File: src/rtl/abu_regs.svh
// Register offsets, field positions, reset values and vectors of the
// address breakpoint unit.
// Assumes inclusion by bare name from the package and the design.
`ifndef ABU_REGS_SVH
`define ABU_REGS_SVH
// ==========================================================
// Register byte addresses
`define ABU_ADDR_HIGH_OFS 16'hfe0c
`define ABU_ADDR_LOW_OFS 16'hfe0d
`define ABU_STATUS_CTRL_OFS 16'hfe0e
`define ABU_FLAG_CTRL_OFS 16'hfe10
`define ABU_SYS_STATUS_OFS 16'hfe14
`define ABU_IRQ_STATUS_OFS 16'hfe18
`define ABU_IRQ_MASK_OFS 16'hfe1c
// ==========================================================
// Field positions
`define ABU_ENABLE_BIT 7
`define ABU_ACTIVE_BIT 6
`define ABU_FLAG_CLR_BIT 7
`define ABU_STOPWAIT_BIT 1
`define ABU_EV_MATCH_BIT 0
`define ABU_EV_SOFT_BIT 1
`define ABU_EV_END_BIT 2
// ==========================================================
// Reset values and vectors
`define ABU_BYTE_RESET 8'h00
`define ABU_VEC_NORMAL 16'hfffc
`define ABU_VEC_MONITOR 16'hfefc
`endif

File: src/rtl/abu_pkg.sv
// Types shared by the address breakpoint unit and its bench.
// Assumes abu_regs.svh sits beside it on the include path.
`include "abu_regs.svh"
package abu_pkg;
   // CPU side request and observation bundle
   typedef struct packed {
      logic [15:0] addr;
      logic        pc_fetch;
      logic        last_cycle;
      logic        int_return;
      logic        wait_mode;
      logic        stop_mode;
      logic        monitor_mode;
   } abu_cpu_t;
   // Break sequencing states
   typedef enum logic [1:0] {
      ABU_IDLE,
      ABU_PEND,
      ABU_ACTIVE
   } abu_state_t;
   // Module state other than rd_done
   typedef struct packed {
      abu_state_t  state;
      logic [7:0]  addr_high;
      logic [7:0]  addr_low;
      logic        enable;
      logic        active_flag;
      logic        flag_clr_en;
      logic        stopwait;
      logic [2:0]  irq_status;
      logic [2:0]  irq_mask;
      logic [31:0] prdata;
      logic [15:0] vector;
      logic        vhi_s1;
      logic        vhi_s2;
   } abu_state_s_t;
endpackage

File: src/rtl/abu_break_unit.sv
// Address breakpoint unit: comparator, break sequencing, APB registers.
// Assumes CPU control inputs are on clock_i; only the test voltage
// detector arrives from a pin and is synchronised here.
`include "abu_regs.svh"
// Notes on behaviour
// RL1: Address match requests a break; CPU substitutes a software interrupt.
// RL2: Only program counter fetch addresses are compared for match breaks.
// RL3: Break vector is FFFC normally, FEFC in monitor mode.
// RL4: Match on an instruction's last cycle starts the break at once.
// RL5: Return from interrupt inside the handler ends the break state.
// RL6: Writing one to the active flag triggers a break without a match.
// RL7: Enable bit 7 is read/write, gates 16-bit match breaks, reset clears.
// RL8: Active flag set by hardware on match, reads one, reset clears.
// RL9: Handler software clears the active flag by writing zero before exit.
// RL10: High and low address registers at FE0C and FE0D, reset to zero.
// RL11: Flag-clear enable bit lets peripherals clear status during a break.
// RL12: Timer counter is frozen while a break is in progress.
// RL13: Watchdog held off during break when high test voltage is seen.
// RL14: Unit works in wait mode; break exit from wait sets stop/wait flag.
// RL15: Stop mode keeps registers and suppresses address comparison.
// RL16: A break leaves stop mode and sets the stop/wait flag.
// RL17: Compare value is high register on 15..8, low register on 7..0.
module abu_break_unit
   import abu_pkg::*;
(
   input wire logic clock_i,
   input wire logic rst_n_i,
   input wire logic psel_i,
   input wire logic penable_i,
   input wire logic pwrite_i,
   input wire logic [15:0] paddr_i,
   input wire logic [31:0] pwdata_i,
   input wire logic [3:0] pstrb_i,
   output logic [31:0] prdata_o,
   output logic pready_o,
   output logic pslverr_o,
   input wire abu_cpu_t cpu_i,
   input wire logic high_test_voltage_i,
   output logic break_req_o,
   output logic break_now_o,
   output logic [15:0] break_vector_o,
   output logic break_active_o,
   output logic timer_freeze_o,
   output logic watchdog_hold_o,
   output logic flag_clear_allow_o,
   output logic stop_exit_o,
   output logic irq_o
);
   // ==========================================================
   // Address decode
   function automatic logic hit(input logic [15:0] a,
                                input logic [15:0] ofs);
      hit = (a[15:2] == ofs[15:2]);
   endfunction

   abu_state_s_t r;
   abu_state_s_t next_r;
   logic wr;
   logic rd;
   logic mapped;
   logic lane0;
   logic [15:0] bp_addr;
   logic match;
   logic soft_trig;
   logic start;
   logic [7:0] wb;

   // Byte address offsets fe0c..fe0e share one word, lane picks byte
   assign wr = psel_i & penable_i & pwrite_i;
   assign rd = psel_i & penable_i & ~pwrite_i;
   assign mapped = hit(paddr_i, `ABU_ADDR_HIGH_OFS) |
                   hit(paddr_i, `ABU_FLAG_CTRL_OFS) |
                   hit(paddr_i, `ABU_SYS_STATUS_OFS) |
                   hit(paddr_i, `ABU_IRQ_STATUS_OFS) |
                   hit(paddr_i, `ABU_IRQ_MASK_OFS);
   assign lane0 = pstrb_i[0];
   assign wb = pwdata_i[7:0];

   // ==========================================================
   // Comparator
   assign bp_addr = {r.addr_high, r.addr_low}; // [RL17]
   // Fetch addresses only, and none while stopped [RL2] [RL15]
   assign match = r.enable & cpu_i.pc_fetch & ~cpu_i.stop_mode &
                  (cpu_i.addr == bp_addr); // [RL7]
   // Soft trigger: write of one into the active flag
   assign soft_trig = wr & hit(paddr_i, `ABU_ADDR_HIGH_OFS) &
                      pstrb_i[2] & pwdata_i[16+`ABU_ACTIVE_BIT]; // [RL6]
   assign start = (r.state == ABU_IDLE) & (match | soft_trig);

   // ==========================================================
   // Next state
   always_comb begin
      next_r = r;
      next_r.vhi_s1 = high_test_voltage_i;
      next_r.vhi_s2 = r.vhi_s1;
      next_r.prdata = 32'h0000_0000;
      next_r.vector = cpu_i.monitor_mode ? `ABU_VEC_MONITOR
                                         : `ABU_VEC_NORMAL; // [RL3]
      // Register writes
      if (wr && hit(paddr_i, `ABU_ADDR_HIGH_OFS)) begin
         if (lane0) begin
            next_r.addr_high = wb; // [RL10]
         end
         if (pstrb_i[1]) begin
            next_r.addr_low = pwdata_i[15:8]; // [RL10]
         end
         if (pstrb_i[2]) begin
            next_r.enable = pwdata_i[16+`ABU_ENABLE_BIT]; // [RL7]
            // Zero clears, software duty of the handler [RL9]
            next_r.active_flag = pwdata_i[16+`ABU_ACTIVE_BIT];
         end
      end
      if (wr && lane0 && hit(paddr_i, `ABU_FLAG_CTRL_OFS)) begin
         next_r.flag_clr_en = wb[`ABU_FLAG_CLR_BIT];
      end
      if (wr && lane0 && hit(paddr_i, `ABU_SYS_STATUS_OFS) &&
          !wb[`ABU_STOPWAIT_BIT]) begin
         next_r.stopwait = 1'b0;
      end
      if (wr && lane0 && hit(paddr_i, `ABU_IRQ_MASK_OFS)) begin
         next_r.irq_mask = wb[2:0];
      end
      // Write one to clear; events below set after, so set wins
      if (wr && lane0 && hit(paddr_i, `ABU_IRQ_STATUS_OFS)) begin
         next_r.irq_status = r.irq_status & ~wb[2:0];
      end
      // Break sequencing
      case (r.state)
         ABU_IDLE: begin
            if (start) begin
               next_r.active_flag = 1'b1; // [RL8]
               // Last-cycle match skips waiting [RL4]
               next_r.state = cpu_i.last_cycle ? ABU_ACTIVE : ABU_PEND;
               if (cpu_i.wait_mode || cpu_i.stop_mode) begin
                  next_r.stopwait = 1'b1; // [RL14] [RL16]
               end
               next_r.irq_status[`ABU_EV_MATCH_BIT] = match |
                  r.irq_status[`ABU_EV_MATCH_BIT];
               next_r.irq_status[`ABU_EV_SOFT_BIT] = soft_trig |
                  r.irq_status[`ABU_EV_SOFT_BIT];
            end
         end
         ABU_PEND: begin
            // Held until the current instruction completes [RL1]
            if (cpu_i.last_cycle) begin
               next_r.state = ABU_ACTIVE;
            end
         end
         ABU_ACTIVE: begin
            if (cpu_i.int_return) begin
               next_r.state = ABU_IDLE; // [RL5]
               next_r.irq_status[`ABU_EV_END_BIT] = 1'b1;
            end
         end
         default: begin
            next_r.state = ABU_IDLE;
         end
      endcase
      // Read data, registered at the first access edge
      if (rd) begin
         if (hit(paddr_i, `ABU_ADDR_HIGH_OFS)) begin
            next_r.prdata = {8'h00, r.enable, r.active_flag, 6'h00,
                             r.addr_low, r.addr_high};
         end else if (hit(paddr_i, `ABU_FLAG_CTRL_OFS)) begin
            next_r.prdata = {24'h000000, r.flag_clr_en, 7'h00};
         end else if (hit(paddr_i, `ABU_SYS_STATUS_OFS)) begin
            next_r.prdata = {30'h00000000, r.stopwait, 1'b0};
         end else if (hit(paddr_i, `ABU_IRQ_STATUS_OFS)) begin
            next_r.prdata = {29'h00000000, r.irq_status};
         end else if (hit(paddr_i, `ABU_IRQ_MASK_OFS)) begin
            next_r.prdata = {29'h00000000, r.irq_mask};
         end else begin
            next_r.prdata = 32'h0000_0000;
         end
      end
   end

   // ==========================================================
   // State register; stop mode gates no field, registers keep values unless written
   always_ff @(posedge clock_i or negedge rst_n_i) begin
      if (!rst_n_i) begin
         r.state <= ABU_IDLE;
         r.addr_high <= `ABU_BYTE_RESET; // [RL10]
         r.addr_low <= `ABU_BYTE_RESET; // [RL10]
         r.enable <= 1'b0; // [RL7]
         r.active_flag <= 1'b0; // [RL8]
         r.flag_clr_en <= 1'b0;
         r.stopwait <= 1'b0;
         r.irq_status <= 3'h0;
         r.irq_mask <= 3'h0;
         r.prdata <= 32'h0000_0000;
         r.vector <= `ABU_VEC_NORMAL;
         r.vhi_s1 <= 1'b0;
         r.vhi_s2 <= 1'b0;
      end else begin
         r <= next_r;
      end
   end

   // ==========================================================
   // Outputs
   // Writes finish at once; read data is registered at the first
   // access edge, so pready holds off one cycle for reads
   logic rd_done;
   always_ff @(posedge clock_i or negedge rst_n_i) begin
      if (!rst_n_i) begin
         rd_done <= 1'b0;
      end else begin
         rd_done <= rd & ~rd_done;
      end
   end
   assign pready_o = pwrite_i ? 1'b1 : rd_done;
   assign pslverr_o = psel_i & penable_i & pready_o & ~mapped;
   assign prdata_o = r.prdata;
   assign break_req_o = (r.state != ABU_IDLE); // [RL1]
   assign break_now_o = (r.state == ABU_ACTIVE);
   assign break_vector_o = r.vector; // [RL3]
   assign break_active_o = (r.state == ABU_ACTIVE);
   assign timer_freeze_o = (r.state == ABU_ACTIVE); // [RL12]
   assign watchdog_hold_o = (r.state == ABU_ACTIVE) & r.vhi_s2; // [RL13]
   // Peripheral clears pass outside a break, or when enabled [RL11]
   assign flag_clear_allow_o = (r.state != ABU_ACTIVE) | r.flag_clr_en;
   assign stop_exit_o = (r.state != ABU_IDLE) & cpu_i.stop_mode; // [RL16]
   assign irq_o = |(r.irq_status & r.irq_mask);
endmodule

File: config.mk
export PLATFORM = sky130hd
export DESIGN_NAME = abu_break_unit
export DESIGN_NICKNAME = d
export VERILOG_FILES = /design/src/rtl/abu_pkg.sv /design/src/rtl/abu_break_unit.sv
export VERILOG_INCLUDE_DIRS = /design/src /design/src/rtl
export SDC_FILE = /design/constraint.sdc
export NUM_CORES = 1
export LEC_CHECK = 0
export ABC_AREA = 1
export ABC_CLOCK_PERIOD_IN_PS = 2700
export BUFFER_PORTS_ARGS = -buffer_cell sky130_fd_sc_hd__buf_2
export CAP_MARGIN = 15
export CORE_MARGIN = 3
export CORE_UTILIZATION = 51
export CTS_CLUSTER_SIZE = 10
export DETAILED_ROUTE_END_ITERATION = 12
export PLACE_DENSITY = 0.87
export SETUP_SLACK_MARGIN = 0.15
export SLEW_MARGIN = 20
export SYNTH_ARGS = -nofsm -noshare
export SYNTH_HDL_FRONTEND = slang
export SYNTH_SLANG_ARGS = --single-unit
File: constraint.sdc
create_clock -name clock_i -period 2.7 [get_ports clock_i]
set_clock_uncertainty 0.15 [all_clocks]
set_input_delay 0 -clock clock_i [delete_from_list [all_inputs] [get_ports clock_i]]
set_output_delay 0 -clock clock_i [all_outputs]
set_load 0.01 [all_outputs]
-- After elaboration in Yosys (flattened, before gate mapping)
Cells that the tools add are included.
- register bits: 73
- input bits: 80
- output and inout bits: 58
- word-level logic and storage cells: 98
- eq/ne operators: 12
- muxes and demuxes: 26
- bitwise gates (word level): 30
- reduce and logical (&&, ||, !) cells: 16
- operators with widths (kind ; count):
    $eq 14x14->1 const B ; 5
    $mux 24 ; 2
    $eq 16x16->1 ; 1
    $and 1x1->1 ; 15
    $mux 2 ; 6
    $mux 3 ; 4
    $mux 1 ; 11
    $mux 9 ; 1
    $mux 8 ; 1
    $ne 2x2->1 const B ; 4
    $or 1x1->1 ; 8
    $logic_and 1x1->1 ; 7
    $and 3x3->3 ; 2
    $pmux 2 s3 ; 1
    $reduce_and 2->1 ; 3
    $not 1->1 ; 4
    $not 3->3 ; 1
    $reduce_and 3->1 ; 1
    $reduce_or 3->1 ; 1
    $eq 2x1->1 const B ; 1
    $eq 2x2->1 const B ; 1
    $logic_not 2->1 ; 1
    $reduce_bool 2->1 ; 1
    $logic_not 1->1 ; 1
    $logic_or 1x1->1 ; 1

-- Longest topological paths before layout
Gate-level depths: netlist (run 1).
- word-level depth: 9
- depth in mapped cells: 11
- mapped depth without buffers: 11

-- Least setup slack after synthesis (run 1)
OpenSTA, ideal clock, no wires.
- path type: register to register
- from: register r (netlist bit bp_addr[13])
- to: register r[53] in the netlist's numbering
- library setup time: 0.117 ns
- data arrival time: 1.054 ns
- setup slack: 1.380 ns
- cell stages (with the launch flop): 10
- period minus slack after synthesis: 1.320 ns
- cell sequence: dfrtp_1 -> xor2_1 -> nor2_1 -> nand2_1 -> nor2_1 -> nand3_1 -> nand2_1 -> nand2_1 -> nand2_1 -> nand2_1
- RTL lines (what ; RTL line ; RTL):
    start: declaration ; abu_break_unit.sv:56 ; abu_state_s_t r;
    start signal: assignment ; abu_break_unit.sv:196 ; r <= next_r;

==> reports/results.txt, run 1 <==
Reg area -> 1250 um^2
RSZ-0062 raised after global routing -> false
antenna violations before repair -> 0
total CTS buffers -> 5
total wire length -> 6890 um
Max Clock Freq -> 0.413 GHz
Yosys reg bits -> 50
Multi-input gate area -> 1200 um^2
status -> finished, final reports clean
Worst Hold Slack -> 0.0277 ns
post-route ant nets -> 0
Vias/cell -> 4.62
Clock Path Buffers -> 2
I/O pins -> 138
Post-Syn Area -> 3020 um^2
CP arrival -> 2.47 ns
Slew Limit Fails -> 0
max_cap viols -> 0
Slew headroom -> 0.581
Setup violations, final -> 0
clock power share -> 0.338
CTS root buf -> clkbuf_8
NetSw -> 448 uW
Remaining DRCs -> 0
total global routing overflow -> 0
post-synthesis async set-or-reset flop share -> 1.00
setup ws final -> 0.279 ns
count of different cell masters after synthesis -> 32
Critical Path RT -> 2.75 ns
Worst setup EP type -> flop
Initial Util -> 0.538
Final period util -> 0.897
Post-Syn Instances -> 405
Main synth FF type -> dfrtp_1
Gate power share -> 0.182
Peak VDD IR -> 0.331 mV
switching part of the total -> 0.279
Core ar. -> 5610 um^2
DRT iter0 DRCs -> 98
Final Power -> 1610 uW
Detail Placement HPWL -> 5020 um
area grow syn2layout -> 24.5%
Routed WL per cell -> 11.7 um
fin nets -> 594
post-synthesis sequential area ratio -> 0.415
die width -> 82.9 um
CTS tree -> built
min cycle time layout -> 2.42 ns
share of cells above drive strength 1 -> 0.245
Antenna diodes -> 0
largest net degree at the start of global routing -> 51
Util after Layout -> 0.670
H-tree depth -> 2
Setup TNS -> 0 ns
Post-synth EDFFs -> 0
yosys warns -> 0
critical path type -> in -> reg
Worst Hold Class -> in -> reg
first-pass GRT wire length -> 11800 um
Worst-Margin Slew -> 0.628 ns
Worst Setup Start Kind -> input port
Pleak -> 0.00218 uW
Hold Violations, Final -> 0
Internal -> 1160 uW
Clock transition at path regs -> 0.10 ns
Seq pwr share -> 0.480
syn avg cell area -> 7.45 um^2
latest clock arrival within the worst-skew pair -> 0.31 ns
worst-path fanout max -> 4
Die ar. -> 6870 um^2
Die Y -> 82.9 um
DR vias -> 2712
gpl congestion -> 0.887
vias in the first global route -> 2674
number of cell rows -> 27
I/O Buffers -> 91
Total GRT Usage -> 0.207
Clock Sinks -> 50
power per standard cell area -> 428 nW/um^2
Layout fillers -> 448
pre-CTS WS -> 1.17 ns
1st-pass router iterations -> 4
## routing by layer
| layer | track usage | wire length (um) | up-vias | part of all wire |
|---|---|---|---|---|
| met4 | 0.0594 | 112 | 0 | 0.016 |
| met3 | 0.0437 | 450 | 15 | 0.065 |
| met1 | 0.253 | 2760 | 1243 | 0.40 |
| met2 | 0.369 | 3570 | 88 | 0.52 |
| li1 | - | - | 1366 | - |
| met5 | 0 | 0 | - | 0 |
## placed cells by master (no fill, tap or decap), types with 7 or more instances in the layout
cell type      instances
a21oi_1               13
dfrtp_1               49
nor3_1                 7
o21ai_0                9
inv_1                 67
buf_2                 89
conb_1                29
dlygate4sd3_1         34
nor2_1                45
nand3_1               22
nand2_1              100
## registers in the layout (all words and copies together) (netlist names)
register / flops
bp_addr: 16
break_vector_o: 1
next_r: 1
prdata_o: 18
r: 13
rd_done: 1
## logic make-up (layout without fill, tap and decap cells)
kind of cell           Yosys count  count (layout)  share of synthesized area
AND/OR/NAND/NOR                194             194                      0.283
buffers and inverters          123             206                      0.224
flip-flops                      50              50                      0.415
AO/OA/AOI/OAI                   29              29                     0.0531
XOR/XNOR                         4               4                     0.0116
multiplexers                     3               3                     0.0108
other                            2              29                    0.00249
## layout make-up
cell class              instances  area share
inverters                      68      0.0680
flip-flops and latches         50       0.334
clock buffers                   5      0.0183
clock inverters                 3      0.0127
multi-input cells             259       0.319
repair buffers                130       0.224
well taps                      72      0.0240
## synthesized netlist by cell type, types with 3 or more instances
master,n,share of area
nand2_1,101,0.13
o21ai_0,9,0.015
nor3_2,6,0.020
nor3_1,7,0.012
inv_1,67,0.083
a21oi_1,13,0.022
xnor2_1,3,0.0087
buf_6,3,0.011
nor2_1,47,0.058
buf_4,50,0.12
nand3_1,22,0.037
o211ai_1,3,0.0075
dfrtp_1,49,0.41
## power groups by stage
stage	combinational [uW]	sequential, uW	clock [uW]
global route	329	773	587
detailed placement	252	786	0
global placement	246	785	0
floorplan	178	784	0
CTS	283	771	555
finish	293	771	543
## critical path, stage by stage
cell and delay, ns:
dlygate4sd3_1 0.52, buf_2 0.12, inv_1 0.04, nor2_2 0.20, nand2_1 0.14, o31ai_1 0.25
dlygate4sd3_1 0.58, nand2_1 0.06, dlygate4sd3_1 0.55
## final timing paths
kind,endpoint,depth (start not counted),from,slack (ns)
max reg2reg,r[56],11,bp_addr[2],0.62
min,r[53],6,cpu_i[1],0.03
max,r[56],9,pwrite_i,0.28
min in group asynchronous,prdata_o[3],2,rst_n_i,0.10
min reg2reg,r[0],0,next_r[0],0.21
max in group asynchronous,prdata_o[1],2,rst_n_i,1.88
## timing repair
action                                  in CTS  in global routing
buffers inserted                             0                  4
resized for setup                            0                  4
endpoints found under the setup margin       0                  1
hold buffers                                34                  0
hold endpoints to repair                    86                  0
## stage by stage
step	cells	instance area, um^2
floorplan	432	3120
global placement	541	3250
detailed placement	541	3250
CTS	583	3710
global route	587	3750
finish	587	3750
Note: power is estimated with default switching activity, not from simulation.
==> run 2, diff against run 1 <==
CORE_MARGIN = 2   (was 3)
==> run 2 against run 1 <==
Sequential power about the same. Largest power group unchanged. First-iteration DRC count up 77%. Critical endpoint is now r[59]. Largest cell class unchanged. Via count about the same. Combinational power down 2%. Sequential share of layout area up 0.33 points. Die area down 4.8%.
==> reports/results.txt, run 2 (same netlist as run 1, synthesis figures left out) <==
1st-pass router iterations -> 4
worst path bufs/invs -> 4
Clock transition at path regs -> 0.09 ns
Layout fillers -> 510
DR vias -> 2710
fin nets -> 592
Initial Util -> 0.519
total wire length -> 6780 um
CP delay by family, top -> buffers and inverters
I/O Buffers -> 91
Clock Path Buffers -> 2
Antenna diodes -> 0
Slew Limit Fails -> 0
Pleak -> 0.00217 uW
area grow syn2layout -> 23.3%
most common cell after layout, fill and taps aside -> nand2_1
Remaining DRCs -> 0
post-route ant nets -> 0
die width -> 80.9 um
crit-path most repeated cell -> nand2_1
Total GRT Usage -> 0.202
Setup violations, final -> 0
cells along the critical path -> dlygate4sd3_1, buf_2, nand2_1, nor2_1, nand2_2, nor2_8, nand2_1, nor2_1, nand2_1, dlygate4sd3_1, nand2_1, dlygate4sd3_1
Detail Placement HPWL -> 4920 um
first-pass GRT wire length -> 10300 um
Peak VDD IR -> 0.317 mV
Critical Path RT -> 2.79 ns
status -> finished, final reports clean
worst-path fanout max -> 4
gpl congestion -> 0.863
R2R Setup Slk -> 0.62 ns
CTS root buf -> clkbuf_8
Final period util -> 0.913
total global routing overflow -> 0
Util after Layout -> 0.639
PostCTS Resize Cnt -> 0
hold endpoint -> bp_addr[5]
Hold Violations, Final -> 0
Worst Reg-to-Reg Cells -> 11
Setup TNS -> 0 ns
Clock Sinks -> 50
max reg flops -> 18
Core ar. -> 5820 um^2
number of cell rows -> 28
Worst Hold Class -> in -> reg
CP max stage delay -> 0.56 ns
CP arrival -> 2.56 ns
hold_sp -> pstrb_i[1]
H-tree depth -> 2
Hold Path Depth -> 3
DRT iter0 DRCs -> 173
Die Y -> 80.9 um
largest net degree at the start of global routing -> 51
most frequent cells in the layout -> nand2_1 (101), buf_2 (90), inv_1 (67)
Vias/cell -> 4.61
Worst-Margin Slew -> 0.630 ns
antenna violations before repair -> 0
CTS tree -> built
Die ar. -> 6550 um^2
RR Endpoint -> r[56]
latest clock arrival within the worst-skew pair -> 0.30 ns
Worst Setup Start Kind -> input port
Routed WL per cell -> 11.5 um
RSZ-0062 raised after global routing -> false
R2R Path Start -> bp_addr[7]
total CTS buffers -> 5
share of cells above drive strength 1 -> 0.236
Worst setup EP type -> flop
Slew headroom -> 0.580
critical path type -> in -> reg
min cycle time layout -> 2.47 ns
power per standard cell area -> 415 nW/um^2
vias in the first global route -> 2437
Max stage delay cell, worst path -> dlygate4sd3_1
max_cap viols -> 0
I/O pins -> 138
Max Clock Freq -> 0.406 GHz
==> run 2: area by class of cell <==
type | count | area (um^2) | share of cell area
sequential | 50 | 1250 | 0.337
multi-input combinational | 259 | 1190 | 0.320
timing repair buffer | 128 | 821 | 0.221
inverter | 68 | 255 | 0.0686
clock buffer | 7 | 96.3 | 0.0259
tap | 75 | 93.8 | 0.0252
clock inverter | 1 | 8.76 | 0.00236
==> run 2: metrics by stage <==
stage | hold slack [ns] | worst slack [ns] | std cells | cell area, um^2 | total power [uW]
final | 0.0428 | 0.235 | 588 | 3720 | 1540
after global routing | 0.0676 | 0.153 | 588 | 3720 | 1610
after CTS | 0.0223 | 0.279 | 586 | 3700 | 1550
after detailed placement | -0.0402 | 1.11 | 544 | 3260 | 1040
after global placement | -0.0408 | 1.18 | 544 | 3260 | 1030
after floorplan | -0.446 | 1.38 | 432 | 3120 | 962
==> run 2: worst max-delay path by stage <==
stage | end | slack, ns | cells past startpoint | startpoint
after detailed placement | r[53] | 1.11 | 11 | bp_addr[7]
after floorplan | r[53] | 1.38 | 9 | bp_addr[13]
final | r[59] | 0.23 | 12 | paddr_i[2]
after global placement | r[53] | 1.18 | 11 | bp_addr[7]
after global routing | r[59] | 0.15 | 12 | paddr_i[2]
after CTS | r[59] | 0.28 | 12 | paddr_i[2]
==> run 2: power by group <==
part / internal [uW] / switching, uW / leakage (uW) / total (uW)
Combinational: 114 / 173 / 0.00150 / 287
Clock: 235 / 250 / 0.0000544 / 485
Sequential: 762 / 8.74 / 0.000616 / 770
==> run 2: worst reg2reg max path, stage by stage (launching register included) <==
cell	delay (ns)
dfrtp_1	0.36
inv_1	0.08
nand2_1	0.08
nand2_1	0.06
nor2_1	0.18
nand2_1	0.08
nor2_1	0.09
nand3_1	0.14
nand2_1	0.11
nand3_1	0.08
nand2_1	0.08
dlygate4sd3_1	0.53
==> run 2: per-layer routing <==
layer	wire [um]	vias up	global-route usage
met5	0	-	0
met4	97	0	0.0576
met3	484	12	0.0456
met2	3440	100	0.373
met1	2750	1242	0.233
li1	-	1356	-
==> run 2: what timing repair did <==
action                     CTS  global route
hold buffers                34             0
hold endpoints to repair    86             0
setup endpoints to repair    0             1
setup buffers                0             2
==> run 3, diff against run 2 <==
MAX_ROUTING_LAYER = met4   (was not set)
==> run 3 against run 2 <==
Global-route usage increased by 2.3 points. Via count grew 0.92%. Critical path depth did not move. Sequential power hardly changed. Cell area shrank 0.40%. Flip-flop and latch count unchanged. Clock power shrank 11%. Worst hold slack worse by 0.013 ns. Final cell count is the same. Critical path type unchanged. Critical endpoint unchanged.
==> reports/results.txt, run 3 (same netlist as run 1, synthesis figures left out) <==
status -> finished, final reports clean
Total GRT Usage -> 0.225
gpl congestion -> 0.867
worst-path fanout max -> 4
Vias/cell -> 4.65
min cycle time layout -> 2.41 ns
Setup TNS -> 0 ns
RR Endpoint -> r[56]
post-route cell area -> 3700 um^2
Clock Sinks -> 50
clock power share -> 0.288
Worst Hold Class -> in -> reg
CTS root buf -> clkbuf_8
most frequent cells in the layout -> nand2_1 (101), buf_2 (90), inv_1 (67)
vias in the first global route -> 2701
Initial Util -> 0.519
CP arrival -> 2.50 ns
Worst Setup Start Kind -> input port
Max Clock Freq -> 0.415 GHz
RSZ-0062 raised after global routing -> false
total CTS buffers -> 5
Final period util -> 0.893
Setup violations, final -> 0
hold_sp -> cpu_i[1]
share of cells above drive strength 1 -> 0.236
fin nets -> 592
Hold Violations, Final -> 0
Critical Path RT -> 2.79 ns
Antenna diodes -> 0
latest clock arrival within the worst-skew pair -> 0.30 ns
Worst Hold Slack -> 0.0301 ns
Clock transition at path regs -> 0.09 ns
Core ar. -> 5820 um^2
critical path type -> in -> reg
H-tree depth -> 2
max reg flops -> 18
Worst Reg-to-Reg Cells -> 11
DRT iter0 DRCs -> 90
I/O pins -> 138
Util after Layout -> 0.637
Remaining DRCs -> 0
Clock Path Buffers -> 2
first-pass GRT wire length -> 11200 um
NetSw -> 432 uW
power per standard cell area -> 403 nW/um^2
R2R Path Start -> bp_addr[7]
Peak VDD IR -> 0.415 mV
Die ar. -> 6550 um^2
largest net degree at the start of global routing -> 51
DR vias -> 2735
CP max stage delay -> 0.56 ns
Seq pwr share -> 0.517
Worst setup EP type -> flop
area grow syn2layout -> 22.8%
R2R Setup Slk -> 0.61 ns
number of cell rows -> 28
Slew headroom -> 0.586
Post-DP Area -> 3260 um^2
1st-pass router iterations -> 4
Max stage delay cell, worst path -> dlygate4sd3_1
max_cap viols -> 0
crit-path most repeated cell -> nand2_1
Pleak -> 0.00215 uW
die width -> 80.9 um
most common cell after layout, fill and taps aside -> nand2_1
Detail Placement HPWL -> 5040 um
total wire length -> 6880 um
switching part of the total -> 0.290
CTS tree -> built
Hold Path Depth -> 6
total global routing overflow -> 0
Worst-Margin Slew -> 0.620 ns
cells along the critical path -> dlygate4sd3_1, buf_2, nand2_1, nor2_2, nand2_2, nor2_8, nand2_1, nor2_1, nand2_1, dlygate4sd3_1, nand2_1, dlygate4sd3_1
I/O Buffers -> 91
hold endpoint -> r[53]
antenna violations before repair -> 0
Slew Limit Fails -> 0
Routed WL per cell -> 11.7 um
post-route ant nets -> 0
Gate power share -> 0.195
Internal -> 1060 uW
Die Y -> 80.9 um
[run 3: how the worst max path moves through the flow]
stage,startpoint,slack (ns),to
2_1_floorplan,bp_addr[13],1.38,r[53]
3_5_place_dp,paddr_i[14],1.14,prdata_o[1]
5_1_grt,paddr_i[2],0.16,r[59]
6_report,paddr_i[2],0.29,r[59]
3_3_place_gp,paddr_i[8],1.18,r[55]
4_1_cts,paddr_i[2],0.29,r[59]
[run 3: critical path, delay by kind of cell]
kind	cells	cell delay [ns]
buffers and inverters	4	1.76
AND/OR/NAND/NOR	8	0.73
[run 3: power by group through the flow]
stage	clock network (uW)	logic, uW	registers, uW
5_1_grt	477	326	773
3_3_place_gp	0	248	784
6_report	430	291	770
4_1_cts	443	286	770
3_5_place_dp	0	254	785
2_1_floorplan	0	178	784
[run 3: final cells by class]
| type | count | area, um^2 |
|---|---|---|
| Timing Repair Buffer | 128 | 821 |
| Tap cell | 75 | 93.8 |
| Clock inverter | 2 | 15.0 |
| Multi-Input combinational cell | 259 | 1190 |
| Sequential cell | 50 | 1250 |
| Fill cell | 509 | 2110 |
| Inverter | 68 | 255 |
| Clock buffer | 6 | 72.6 |
[run 3: layer usage]
metal | share of wire | vias to the layer above | track usage
li1 | - | 1361 | -
met1 | 0.41 | 1260 | 0.247
met4 | 0.018 | 0 | 0.0814
met3 | 0.057 | 17 | 0.0411
met2 | 0.52 | 97 | 0.406
met5 | 0 | - | -
[run 3: timing repair]
item,CTS,global route
gates resized for setup,0,1
hold buffers,34,0
hold endpoints to repair,86,0
setup buffers,0,2
setup endpoints to repair,0,1
[run 3: stage by stage]
step           setup WS (ns)  total power (uW)  instances
3_5_place_dp            1.14              1040        544
2_1_floorplan           1.38               962        432
6_report               0.290              1490        588
5_1_grt                0.155              1580        588
3_3_place_gp            1.18              1030        544
4_1_cts                0.291              1500        586
